`config.mk`:
```
export PLATFORM = sky130hd
export DESIGN_NAME = dcw_ctrl
export DESIGN_NICKNAME = d
export VERILOG_FILES = /design/src/dcw_pkg.sv /design/src/dcw_ctrl.sv /design/src/dcw_ms_timer.sv
export SDC_FILE = /design/constraint.sdc
export NUM_CORES = 1
export LEC_CHECK = 0
export BUFFER_PORTS_ARGS = -buffer_cell sky130_fd_sc_hd__buf_2
export CORE_ASPECT_RATIO = 1.1
export CORE_MARGIN = 8
export CORE_UTILIZATION = 59
export DETAILED_ROUTE_END_ITERATION = 6
export PLACE_DENSITY = 0.8
export SYNTH_ARGS = -nofsm -noshare
export SYNTH_HDL_FRONTEND = slang
export SYNTH_SLANG_ARGS = --single-unit
```
`constraint.sdc`:
```
create_clock -name aclk -period 3.7 [get_ports aclk]
set_clock_uncertainty 0.1 [all_clocks]
set_input_delay 0.37 -clock aclk [delete_from_list [all_inputs] [get_ports aclk]]
set_output_delay 0.37 -clock aclk [all_outputs]
set_load 0.005 [all_outputs]
```
`src/dcw_pkg.sv`:
```
// Package with register map, field positions and timing for the control word decoder
//
// Summary of operation
// - Low fault bit in ready, 200 ms, then fault
// - Taken fault blocks pulses and opens contactor
// - Slave bit high, closed loop, pulses: torque
// - Slave bit low, closed loop, pulses: speed
// - Low alarm 1 bit keeps state, raises alarm
// - Low alarm 2 bit keeps state, raises alarm
// - Set select bit picks parameter set two
// - Checkback high within set time confirms contactor
package dcw_pkg;
  localparam int unsigned CLK_HZ            = 50_000_000;
  localparam int unsigned FAULT_DELAY_MS    = 200;
  localparam int unsigned FAULT_DELAY_CYC   = (CLK_HZ / 1000) * FAULT_DELAY_MS;
  localparam int unsigned CBK_TIME_MS_RST   = 500;

  // Control word bit positions
  localparam int unsigned BIT_EXT_FAULT2    = 26;
  localparam int unsigned BIT_SLAVE         = 27;
  localparam int unsigned BIT_EXT_ALARM1    = 28;
  localparam int unsigned BIT_EXT_ALARM2    = 29;
  localparam int unsigned BIT_SET_SEL       = 30;
  localparam int unsigned BIT_CHECKBACK     = 31;

  // Register byte addresses
  localparam logic [7:0] ADDR_CTRL_WORD     = 8'h00;
  localparam logic [7:0] ADDR_CONFIG        = 8'h04;
  localparam logic [7:0] ADDR_CBK_TIME      = 8'h08;
  localparam logic [7:0] ADDR_STATUS        = 8'h0C;
  localparam logic [7:0] ADDR_IRQ_STAT      = 8'h10;
  localparam logic [7:0] ADDR_IRQ_MASK      = 8'h14;
  localparam logic [7:0] ADDR_CODES         = 8'h18;

  // Config fields
  localparam int unsigned CFG_CTYPE_LSB     = 0;
  localparam int unsigned CFG_PULSE_EN      = 4;
  localparam int unsigned CFG_CONT_FITTED   = 5;
  localparam int unsigned CFG_READY         = 6;
  localparam int unsigned CFG_FAULT_ACK     = 7;
  localparam logic [3:0] CTYPE_FREQ_CL      = 4'h3;
  localparam logic [3:0] CTYPE_SPEED_CL     = 4'h4;

  // Interrupt status bit positions
  localparam int unsigned IRQ_FAULT         = 0;
  localparam int unsigned IRQ_ALARM1        = 1;
  localparam int unsigned IRQ_ALARM2        = 2;
  localparam int unsigned IRQ_CBK_TIMEOUT   = 3;
  localparam int unsigned IRQ_W             = 4;

  localparam logic [31:0] CTRL_WORD_RST     = 32'hFC00_0000;
  localparam logic [1:0]  RESP_OKAY         = 2'h0;
  localparam logic [1:0]  RESP_SLVERR       = 2'h2;

  // Message codes, numeric forms of the documented code numbers
  localparam logic [7:0] EXT_FAULT_TWO_CODE = 8'h24;
  localparam logic [7:0] EXT_ALARM_ONE_CODE = 8'h0F;
  localparam logic [7:0] EXT_ALARM_TWO_CODE = 8'h10;

  typedef enum logic [2:0] {
    DCW_RUN   = 3'b001,
    DCW_DELAY = 3'b010,
    DCW_FAULT = 3'b100
  } dcw_fstate_t;
endpackage : dcw_pkg

```
`src/dcw_ctrl.sv`:
```
// Control word upper bit decoder with AXI4-Lite register access
`timescale 1ns/100ps
module dcw_ctrl
  import dcw_pkg::*;
#(
  parameter int unsigned FAULT_DELAY = FAULT_DELAY_CYC,
  parameter int unsigned TICKS_PER_MS = CLK_HZ / 1000
) (
  // Clock and reset
  input  wire logic        aclk,
  input  wire logic        aresetn,
  input  wire logic        ce,
  // AXI4-Lite write address
  input  wire logic        s_axi_awvalid,
  output logic             s_axi_awready,
  input  wire logic [7:0]  s_axi_awaddr,
  // AXI4-Lite write data
  input  wire logic        s_axi_wvalid,
  output logic             s_axi_wready,
  input  wire logic [31:0] s_axi_wdata,
  input  wire logic [3:0]  s_axi_wstrb,
  // AXI4-Lite write response
  output logic             s_axi_bvalid,
  input  wire logic        s_axi_bready,
  output logic [1:0]       s_axi_bresp,
  // AXI4-Lite read address
  input  wire logic        s_axi_arvalid,
  output logic             s_axi_arready,
  input  wire logic [7:0]  s_axi_araddr,
  // AXI4-Lite read data
  output logic             s_axi_rvalid,
  input  wire logic        s_axi_rready,
  output logic [31:0]      s_axi_rdata,
  output logic [1:0]       s_axi_rresp,
  // Drive outputs
  output logic             fault_active,
  output logic             pulse_inhibit,
  output logic             contactor_open,
  output logic             slave_torque,
  output logic             master_speed,
  output logic             alarm_one,
  output logic             alarm_two,
  output logic             param_set_two,
  output logic             contactor_confirmed,
  output logic             irq
);
  typedef struct packed {
    logic [31:0]     cw;
    logic [7:0]      cfg;
    logic [15:0]     cbk_ms;
    logic [IRQ_W-1:0] ist;
    logic [IRQ_W-1:0] imask;
    dcw_fstate_t     fst;
    logic [31:0]     dly;
    logic            cbk_wait;
    logic            cbk_ok;
    logic            smp_fault;
    logic            smp_slave;
    logic            smp_al1;
    logic            smp_al2;
    logic            smp_set;
    logic            smp_cbk;
    logic            aw_got;
    logic [7:0]      aw_addr;
    logic            w_got;
    logic [31:0]     w_data;
    logic [3:0]      w_strb;
    logic            bvalid;
    logic [1:0]      bresp;
    logic            rvalid;
    logic [31:0]     rdata;
    logic [1:0]      rresp;
    logic            out_slave;
    logic            out_master;
  } dcw_state_t;

  dcw_state_t s_q, s_d;
  logic       tmr_expired;
  logic       cbk_start;
  logic       cbk_stop;

  // Byte-lane merge for writes
  function automatic logic [31:0] merge(input logic [31:0] old, input logic [31:0] nw,
                                        input logic [3:0] strb);
    logic [31:0] r;
    r = old;
    for (int i = 0; i < 4; i++) begin
      if (strb[i]) r[i*8 +: 8] = nw[i*8 +: 8];
    end
    return r;
  endfunction : merge

  function automatic logic closed_loop(input logic [3:0] ct);
    return (ct == CTYPE_FREQ_CL) || (ct == CTYPE_SPEED_CL);
  endfunction : closed_loop

  dcw_ms_timer #(
    .TICKS_PER_MS(TICKS_PER_MS)
  ) u_cbk_timer (
    .aclk    (aclk),
    .aresetn (aresetn),
    .ce      (ce),
    .start   (cbk_start),
    .stop    (cbk_stop),
    .time_ms (s_q.cbk_ms),
    .expired (tmr_expired)
  );

  // Checkback window opens when closing is requested, stops on checkback
  assign cbk_start = !s_q.cbk_wait && !s_q.cbk_ok && s_q.cfg[CFG_CONT_FITTED]
                     && s_q.cfg[CFG_READY] && (s_q.fst != DCW_FAULT);
  assign cbk_stop  = s_q.smp_cbk || !s_q.cfg[CFG_CONT_FITTED];

  always_comb begin
    logic [IRQ_W-1:0] ev;
    logic [IRQ_W-1:0] clr;
    logic             do_wr;
    logic [31:0]      wv;
    logic             pulses_on;
    ev        = '0;
    clr       = '0;
    do_wr     = 1'b0;
    wv        = '0;
    s_d       = s_q;

    // Sample the command bits once per cycle
    s_d.smp_fault = s_q.cw[BIT_EXT_FAULT2];
    s_d.smp_slave = s_q.cw[BIT_SLAVE];
    s_d.smp_al1   = s_q.cw[BIT_EXT_ALARM1];
    s_d.smp_al2   = s_q.cw[BIT_EXT_ALARM2];
    s_d.smp_set   = s_q.cw[BIT_SET_SEL];
    s_d.smp_cbk   = s_q.cw[BIT_CHECKBACK];

    // External fault qualification
    unique case (s_q.fst)
      DCW_RUN: begin
        s_d.dly = '0;
        if (!s_q.smp_fault && s_q.cfg[CFG_READY]) s_d.fst = DCW_DELAY;
      end
      DCW_DELAY: begin
        if (s_q.smp_fault || !s_q.cfg[CFG_READY]) begin
          s_d.fst = DCW_RUN;
        end else if (s_q.dly == FAULT_DELAY - 1) begin
          s_d.fst = DCW_FAULT;
          ev[IRQ_FAULT] = 1'b1;
        end else begin
          s_d.dly = s_q.dly + 32'h0000_0001;
        end
      end
      DCW_FAULT: begin
        if (s_q.cfg[CFG_FAULT_ACK] && s_q.smp_fault) s_d.fst = DCW_RUN;
      end
      default: s_d.fst = DCW_RUN;
    endcase

    // Torque or speed mode only when closed loop and pulses run
    pulses_on    = s_q.cfg[CFG_PULSE_EN] && (s_q.fst != DCW_FAULT);
    s_d.out_slave  = s_q.smp_slave && closed_loop(s_q.cfg[CFG_CTYPE_LSB +: 4]) && pulses_on;
    s_d.out_master = !s_q.smp_slave && closed_loop(s_q.cfg[CFG_CTYPE_LSB +: 4]) && pulses_on;

    // Alarm events only flag, state is untouched
    ev[IRQ_ALARM1] = !s_q.smp_al1;
    ev[IRQ_ALARM2] = !s_q.smp_al2;

    // Contactor checkback
    if (cbk_stop) begin
      s_d.cbk_wait = 1'b0;
    end else if (cbk_start) begin
      s_d.cbk_wait = 1'b1;
    end
    // A checkback already high when the window opens confirms at once,
    // otherwise stop would block the start and the window would never open
    if ((s_q.cbk_wait || cbk_start) && s_q.smp_cbk) s_d.cbk_ok = 1'b1;
    if (!s_q.cfg[CFG_CONT_FITTED] || s_q.fst == DCW_FAULT || !s_q.smp_cbk) s_d.cbk_ok = 1'b0;
    if (tmr_expired) begin
      s_d.cbk_wait = 1'b0;
      ev[IRQ_CBK_TIMEOUT] = 1'b1;
    end

    // AXI write path
    s_d.bvalid = s_q.bvalid && !s_axi_bready;
    if (s_axi_awvalid && !s_q.aw_got) begin
      s_d.aw_got  = 1'b1;
      s_d.aw_addr = s_axi_awaddr;
    end
    if (s_axi_wvalid && !s_q.w_got) begin
      s_d.w_got  = 1'b1;
      s_d.w_data = s_axi_wdata;
      s_d.w_strb = s_axi_wstrb;
    end
    if (s_q.aw_got && s_q.w_got && !s_q.bvalid) begin
      do_wr      = 1'b1;
      s_d.aw_got = 1'b0;
      s_d.w_got  = 1'b0;
      s_d.bvalid = 1'b1;
      s_d.bresp  = RESP_OKAY;
      unique case ({s_q.aw_addr[7:2], 2'b00})
        ADDR_CTRL_WORD: s_d.cw = merge(s_q.cw, s_q.w_data, s_q.w_strb);
        ADDR_CONFIG: begin
          wv = merge({24'h00_0000, s_q.cfg}, s_q.w_data, s_q.w_strb);
          s_d.cfg = wv[7:0];
        end
        ADDR_CBK_TIME: begin
          wv = merge({16'h0000, s_q.cbk_ms}, s_q.w_data, s_q.w_strb);
          s_d.cbk_ms = wv[15:0];
        end
        ADDR_IRQ_STAT: if (s_q.w_strb[0]) clr = s_q.w_data[IRQ_W-1:0];
        ADDR_IRQ_MASK: if (s_q.w_strb[0]) s_d.imask = s_q.w_data[IRQ_W-1:0];
        ADDR_STATUS, ADDR_CODES: ;
        default: s_d.bresp = RESP_SLVERR;
      endcase
    end
    // Acknowledge bit is a one-shot request
    if (!do_wr) s_d.cfg[CFG_FAULT_ACK] = 1'b0;

    // Sticky status, set wins over clear
    s_d.ist = (s_q.ist & ~clr) | ev;

    // AXI read path
    s_d.rvalid = s_q.rvalid && !s_axi_rready;
    if (s_axi_arvalid && !s_q.rvalid) begin
      s_d.rvalid = 1'b1;
      s_d.rresp  = RESP_OKAY;
      s_d.rdata  = '0;
      unique case ({s_axi_araddr[7:2], 2'b00})
        ADDR_CTRL_WORD: s_d.rdata = s_q.cw;
        ADDR_CONFIG:    s_d.rdata = {24'h00_0000, s_q.cfg};
        ADDR_CBK_TIME:  s_d.rdata = {16'h0000, s_q.cbk_ms};
        ADDR_STATUS:    s_d.rdata = {22'h00_0000, s_q.cbk_wait, s_q.cbk_ok,
                                     s_q.smp_set, !s_q.smp_al2, !s_q.smp_al1,
                                     s_q.out_master, s_q.out_slave, s_q.fst};
        ADDR_IRQ_STAT:  s_d.rdata = {28'h000_0000, s_q.ist};
        ADDR_IRQ_MASK:  s_d.rdata = {28'h000_0000, s_q.imask};
        ADDR_CODES:     s_d.rdata = {8'h00,
                                     (!s_q.smp_al2) ? EXT_ALARM_TWO_CODE : 8'h00,
                                     (!s_q.smp_al1) ? EXT_ALARM_ONE_CODE : 8'h00,
                                     (s_q.fst == DCW_FAULT) ? EXT_FAULT_TWO_CODE : 8'h00};
        default:        s_d.rresp = RESP_SLVERR;
      endcase
    end
  end

  always_ff @(posedge aclk) begin
    if (!aresetn) begin
      s_q        <= '0;
      s_q.cw     <= CTRL_WORD_RST;
      s_q.fst    <= DCW_RUN;
      s_q.cbk_ms <= 16'(CBK_TIME_MS_RST);
      s_q.smp_fault <= 1'b1;
      s_q.smp_al1   <= 1'b1;
      s_q.smp_al2   <= 1'b1;
    end else if (ce) begin
      s_q <= s_d;
    end
  end

  // Handshake outputs
  assign s_axi_awready = !s_q.aw_got;
  assign s_axi_wready  = !s_q.w_got;
  assign s_axi_arready = !s_q.rvalid;
  assign s_axi_bvalid  = s_q.bvalid;
  assign s_axi_bresp   = s_q.bresp;
  assign s_axi_rvalid  = s_q.rvalid;
  assign s_axi_rdata   = s_q.rdata;
  assign s_axi_rresp   = s_q.rresp;

  // Drive outputs
  assign fault_active        = (s_q.fst == DCW_FAULT);
  assign pulse_inhibit       = (s_q.fst == DCW_FAULT);
  assign contactor_open      = (s_q.fst == DCW_FAULT) && s_q.cfg[CFG_CONT_FITTED];
  assign slave_torque        = s_q.out_slave;
  assign master_speed        = s_q.out_master;
  assign alarm_one           = !s_q.smp_al1;
  assign alarm_two           = !s_q.smp_al2;
  assign param_set_two       = s_q.smp_set;
  assign contactor_confirmed = s_q.cbk_ok;
  assign irq                 = |(s_q.ist & s_q.imask);
endmodule : dcw_ctrl

```
`src/dcw_ms_timer.sv`:
```
// Millisecond-resolution down counter for the contactor checkback window
`timescale 1ns/100ps
module dcw_ms_timer
  import dcw_pkg::*;
#(
  parameter int unsigned TICKS_PER_MS = CLK_HZ / 1000
) (
  // Clock and reset
  input  wire logic        aclk,
  input  wire logic        aresetn,
  input  wire logic        ce,
  // Control
  input  wire logic        start,
  input  wire logic        stop,
  input  wire logic [15:0] time_ms,
  // Result
  output logic             expired
);
  typedef struct packed {
    logic [31:0] tick;
    logic [15:0] ms;
    logic        run;
    logic        exp;
  } dcw_tmr_t;

  dcw_tmr_t s_q, s_d;

  always_comb begin
    s_d     = s_q;
    s_d.exp = 1'b0;
    if (stop) begin
      s_d.run = 1'b0;
    end else if (start) begin
      s_d.run  = 1'b1;
      s_d.ms   = time_ms;
      s_d.tick = '0;
    end else if (s_q.run) begin
      if (s_q.tick == TICKS_PER_MS - 1) begin
        s_d.tick = '0;
        if (s_q.ms == 16'h0000) begin
          s_d.run = 1'b0;
          s_d.exp = 1'b1;
        end else begin
          s_d.ms = s_q.ms - 16'h0001;
        end
      end else begin
        s_d.tick = s_q.tick + 32'h0000_0001;
      end
    end
  end

  always_ff @(posedge aclk) begin
    if (!aresetn) begin
      s_q <= '0;
    end else if (ce) begin
      s_q <= s_d;
    end
  end

  assign expired = s_q.exp;
endmodule : dcw_ms_timer

```
# After elaboration in Yosys (flattened, before gate mapping)
# Index checks and enable logic that the tools add are counted.
[classes]
addsub = 3
n_eq_ne = 29
mux = 49
bitwise = 5
n_reduce_logical = 75
[ops]
columns = ["operator", "n"]
rows = [
  ["case mux 32 bit (7 select lines)", 1],
  ["two-way mux 32 bit", 3],
  ["adder 32 x 1 -> 32 bit (second input constant)", 2],
  ["case mux 32 bit (2 select lines)", 1],
  ["two-way mux 50 bit", 1],
  ["two-way mux 49 bit", 1],
  ["AND reduction 4 bit", 11],
  ["two-way mux 37 bit", 1],
  ["== test 6 x 3 -> 1 bit (second input constant)", 6],
  ["two-way mux 35 bit", 1],
  ["== test 32 x 16 -> 1 bit (second input constant)", 1],
  ["== test 32 x 24 -> 1 bit (second input constant)", 1],
  ["two-way mux 16 bit", 2],
  ["two-way mux 8 bit", 4],
  ["== test 6 x 2 -> 1 bit (second input constant)", 4],
  ["two-way mux 24 bit", 1],
  ["logical AND 1 bit", 20],
  ["two-way mux 18 bit", 1],
  ["zero test 16 bit", 1],
  ["two-way mux 1 bit", 16],
  ["two-way mux 4 bit", 4],
  ["AND reduction 2 bit", 8],
  ["subtractor 16 x 1 -> 16 bit (second input constant)", 1],
  ["zero test 1 bit", 15],
  ["27 further kinds", 54],
]
[word_totals]
ff_bits = 243
output_inout_bits = 51
elab_cells = 197

# Logic depth before layout (Yosys ltp)
[logic_depth]
word_depth = 9
depth_mapped = 10
depth_no_buf = 8

# Hierarchy
# From an unflattened synthesis, not the netlist that was laid out.
[hier_totals]
cells_unflattened = 1357
hier_area_um2 = 11493.5
[modules_own_cells]
columns = ["mod", "instances", "cells_each", "area_each_um2", "seq_area_each_um2"]
rows = [
  ["dcw_ctrl", 1, 964, 8175.3, 3783.6],
  ["dcw_ms_timer", 1, 393, 3318.2, 1001.0],
]

# Worst setup path after synthesis
# Ideal clock, no wire load.
[synth_timing]
kind = "flip-flop to flip-flop"
startpoint = "reg u_cbk_timer.s_q[28] (netlist name)"
endpoint = "reg u_cbk_timer.s_q[16] (netlist name)"
setup_time_ns = 0.087
t_arrival_ns = 2.543
required_time_ns = 3.513
setup_slack_ns = 0.970
stages_incl_launch_ff = 10
n_path_buf = 3
period_less_slack_ns = 2.730
cell_sequence = "dfxtp_1 > buf_6 > or4_1 > or4_4 > or4_1 > buf_6 > buf_8 > a21oi_1 > o211ai_1 > o31ai_1"
[synth_between]
elab_chain_len = 3
[synth_rtl]
columns = ["element", "line_no", "rtl"]
rows = [
  ["start, declared", "dcw_ms_timer.sv:26", "dcw_tmr_t s_q, s_d;"],
  ["start signal, assigned", "dcw_ms_timer.sv:54", "s_q <= '0;"],
  ["start signal, assigned", "dcw_ms_timer.sv:56", "s_q <= s_d;"],
  ["== test 32 x 16 -> 1 bit", "dcw_ms_timer.sv:38", "if (s_q.tick == TICKS_PER_MS - 1) begin"],
  ["nonzero test 2 bit (no line)", "-", ""],
  ["AND reduction 5 bit (no line)", "-", ""],
]
# No other way between the ends.
# A chain may end at the register's enable or synchronous reset.

# Worst setup path in the final report
[layout_timing]
startpoint = "reg u_cbk_timer.s_q[28] (netlist name)"
endpoint = "reg u_cbk_timer.s_q[17] (netlist name)"
# The elaborated chain is that of the path after synthesis.

==> flow_metrics.tcl <==
set metrics [dict create \
    dr_total_vias 9740 \
    slew_viol_final 0 \
    yosysTopAreaCellShare 0.4445 \
    die_area_sq_um 22820 \
    wl_met1_microns 11600 \
    maxCapViolCount 0 \
    numClockSinks 239 \
    io_pins 111 \
    final_hold_viol_count 0 \
    async_flop_share 0 \
    yosys.cell_count.top_type "dfxtp_1" \
    dieHeight_microns 157.7 \
    whs_endpoint "s_q[56]$_SDFFE_PN0P_" \
    cpLargestDelayFamily "simple AND/OR/NAND/NOR gates" \
    finalCritPeriodShare 0.8391 \
    power_density_nw_per_um2 437.0 \
    cts_tree "done" \
    ys_warn_count 0 \
    clk_pin_slew_ps 60 \
    wl_met2_microns 13640 \
    worst_path_most_repeated_cell "or4_1" \
    max_freq_mhz 322.1 \
    cts_setup_buffers 0 \
    whs_path_depth 3 \
    antenna_found_initial 1 \
    synth-edff-count 0 \
    ys_seq_elements 239 \
    synth_common_cells "239 x dfxtp_1, 194 x nand2_1, 147 x nor2_1" \
    path_cells "or4_1 -> or4_4 -> or4_1 -> nor3_2 -> a21oi_1 -> o31ai_1" \
    drt_iter0_drc 812 \
    hp-class "input pin to flop" \
    cts_root_buffer "clkbuf_16" \
    antenna_left 0 \
    dr.max_layer_used "met4" \
    synth_cells 1303 \
    cp.required_ps 4020 \
    syn_avg_cell_area_sq_um 8.260 \
    timing.rr.end "u_cbk_timer.s_q[17]$_SDFFE_PN0P_" \
    finalSetupTns_ps 0 \
    fp.coreArea_sq_um 18150 \
    synthMuxAreaShare 0.05638 \
    timing_worst_setup_path_type "flop to flop" \
    crit_buf_inv 0 \
    endpoint_kind "flop" \
    vias_per_cell 5.914 \
    final_core_util 0.6845 \
    cp_max_fo 14 \
    gp_congestion 0.8847 \
    synthToLayoutAreaGrowth_pct 15.45 \
    slew_headroom 0.3091 \
    drt_wl_total_microns 28040 \
    synth_top_family_by_area "simple AND/OR/NAND/NOR gates" \
    crit_path_max_incr_delay_ps 840 \
    clk_path_buf_depth 3 \
    synth_top_cell_by_area "dfxtp_1" \
    rr_startpoint "u_cbk_timer.s_q[28]$_SDFFE_PN0P_" \
    place_ws_ps 639.8 \
    syn-cell-area_sq_um 10760 \
    worstMarginPinSlew_ps 1033 \
    grt_pass1_wl_microns 45830 \
    start_util 0.5929 \
    n_fill_cell 1392 \
    period_needed_ps 3105 \
    hold_start "s_axi_wdata[12]" \
    synth-simple-area-share 0.2594 \
    cts_buffers 25 \
    worst_skew_pair.late_latency_ps 520 \
    ys_seq_area_frac 0.4445 \
    die_width_microns 144.8 \
    cp.arrival_ps 3420 \
    synthFlopType "dfxtp_1" \
    wl_met3_microns 1767 \
    drive_gt1_frac 0.1404 \
    synth_area_leaders "dfxtp_1 44%, nand2_1 6.8%, a21oi_1 5.5%, nor2_1 5.1%, mux2i_1 5.1%" \
    p_leak_nw 4.692 \
    synth_compound_area_frac 0.1328 \
    gr-total-overflow 0 \
    fin_nets 1449 \
    synthXorXnorAreaFrac 0.04069 \
    finalSetupViolCount 0 \
    setup_ws_ps 595.5 \
    grt_pass1_vias 9230 \
    peakVddDrop_mv 0.3959 \
    reg2reg_depth 6 \
    hpwl_microns 18430 \
    htree_levels 1 \
    drc_errors 0 \
    cp_slowest_cell "or4_1" \
    synthDistinctLibCells 67 \
    status "finished clean" \
    io_buffers 104 \
    grt_max_degree 75 \
    rsz0062_at_grt "false" \
    grt_usage 0.2438 \
    rrSetupSlack_ps 600 \
    firstDrtPassIters 5 \
    drt-wirelength-per-cell_microns 17.03 \
    synth_adder_area_share 0.003488 \
    rows 52 \
    worstSetupStartpointType "flop" \
]
[cells by family (layout without fill, tap and decap cells)]
logic type               count (synthesis)  count (layout)
AND/OR/NAND/NOR                        585             585
flip-flops                             239             239
AO/OA/AOI/OAI                          233             233
buffers and inverters                  132             231
multiplexers                            60              60
XOR/XNOR                                50              50
adder cells (fa/ha/maj)                  3               3
other                                    1               3
[cells in the final DEF, fill, tap and decap left out, drive strengths merged, types with 21 or more instances in the layout]
cell,n
inv,23
nor4,22
nand4,21
a21oi,120
nand2,194
dlygate4sd3,39
nand3,79
clkbuf,30
nor2,147
xnor2,25
nor3,31
xor2,25
mux2i,55
dfxtp,239
o21ai,32
buf,126
[worst max-delay path by stage]
stage | from | end | cells past startpoint
floorplan | u_cbk_timer.s_q[28]$_SDFFE_PN0P_ | u_cbk_timer.s_q[16]$_SDFFE_PN0P_ | 9
global placement | u_cbk_timer.s_q[28]$_SDFFE_PN0P_ | u_cbk_timer.s_q[7]$_SDFFE_PN0P_ | 6
detailed placement | u_cbk_timer.s_q[28]$_SDFFE_PN0P_ | u_cbk_timer.s_q[17]$_SDFFE_PN0P_ | 6
CTS | u_cbk_timer.s_q[28]$_SDFFE_PN0P_ | u_cbk_timer.s_q[17]$_SDFFE_PN0P_ | 6
global route | u_cbk_timer.s_q[28]$_SDFFE_PN0P_ | u_cbk_timer.s_q[17]$_SDFFE_PN0P_ | 6
finish | u_cbk_timer.s_q[28]$_SDFFE_PN0P_ | u_cbk_timer.s_q[17]$_SDFFE_PN0P_ | 6
[per-stage QoR]
| stage | power [mW] | instances | instance area (sq um) | hold WS [ps] |
|---|---|---|---|---|
| 6_report | 5.430 | 1647 | 12430 | 5.206 |
| 5_1_grt | 5.596 | 1647 | 12430 | 19.28 |
| 4_1_cts | 5.456 | 1646 | 12420 | 4.970 |
| 3_5_place_dp | 2.898 | 1563 | 11190 | 341.3 |
| 3_3_place_gp | 2.893 | 1563 | 11190 | 337.1 |
| 2_1_floorplan | 2.815 | 1304 | 10770 | 332.3 |
[layout make-up]
cell class	count	area (sq um)	share of cell area
sequential	239	4785	0.3851
antenna	1	2.502	0.0002014
clock inverter	14	156.4	0.01259
timing repair buffer	165	1076	0.08660
clock buffer	30	684.4	0.05508
multi-input combinational	933	5333	0.4292
tap	243	304.0	0.02447
inverter	22	85.08	0.006847
[state kept, by name, summed over array words and instances, names as in the netlist]
register	flops
s_axi_bvalid	1
s_axi_rresp	1
master_speed	1
u_cbk_timer.s_q	49
s_axi_bresp	1
s_d	6
s_axi_rdata	32
contactor_confirmed	1
slave_torque	1
s_axi_rvalid	1
s_q	143
param_set_two	1
u_cbk_timer.expired	1
[layer usage]
| metal | up-vias | GRT usage |
|---|---|---|
| met1 | 4593 | 0.2912 |
| li1 | 4691 | - |
| met4 | 0 | 0.1037 |
| met5 | - | 0 |
| met3 | 90 | 0.04495 |
| met2 | 366 | 0.4196 |
[tightest hold or removal path, delay by kind of cell]
kind / cells / cell delay (ps)
buffers and inverters: 1 / 100
and+or+nand+nor: 1 / 50
AOI/OAI and AO/OA: 1 / 50
[where the power goes]
group	leakage (nW)	internal, mW	switching, mW	total [mW]
clock	0.413	1.53	1.02	2.55
sequential	1.93	2.60	0.0351	2.64
combinational	2.35	0.0973	0.147	0.244
total	4.69	4.23	1.20	5.43
[repair_timing]
item                                   CTS  global route
endpoints found under the hold margin   39             0
resized for setup                        0             0
setup endpoints to repair                0             0
hold buffers                            39             0
Note: power is estimated with default switching activity, not from simulation.
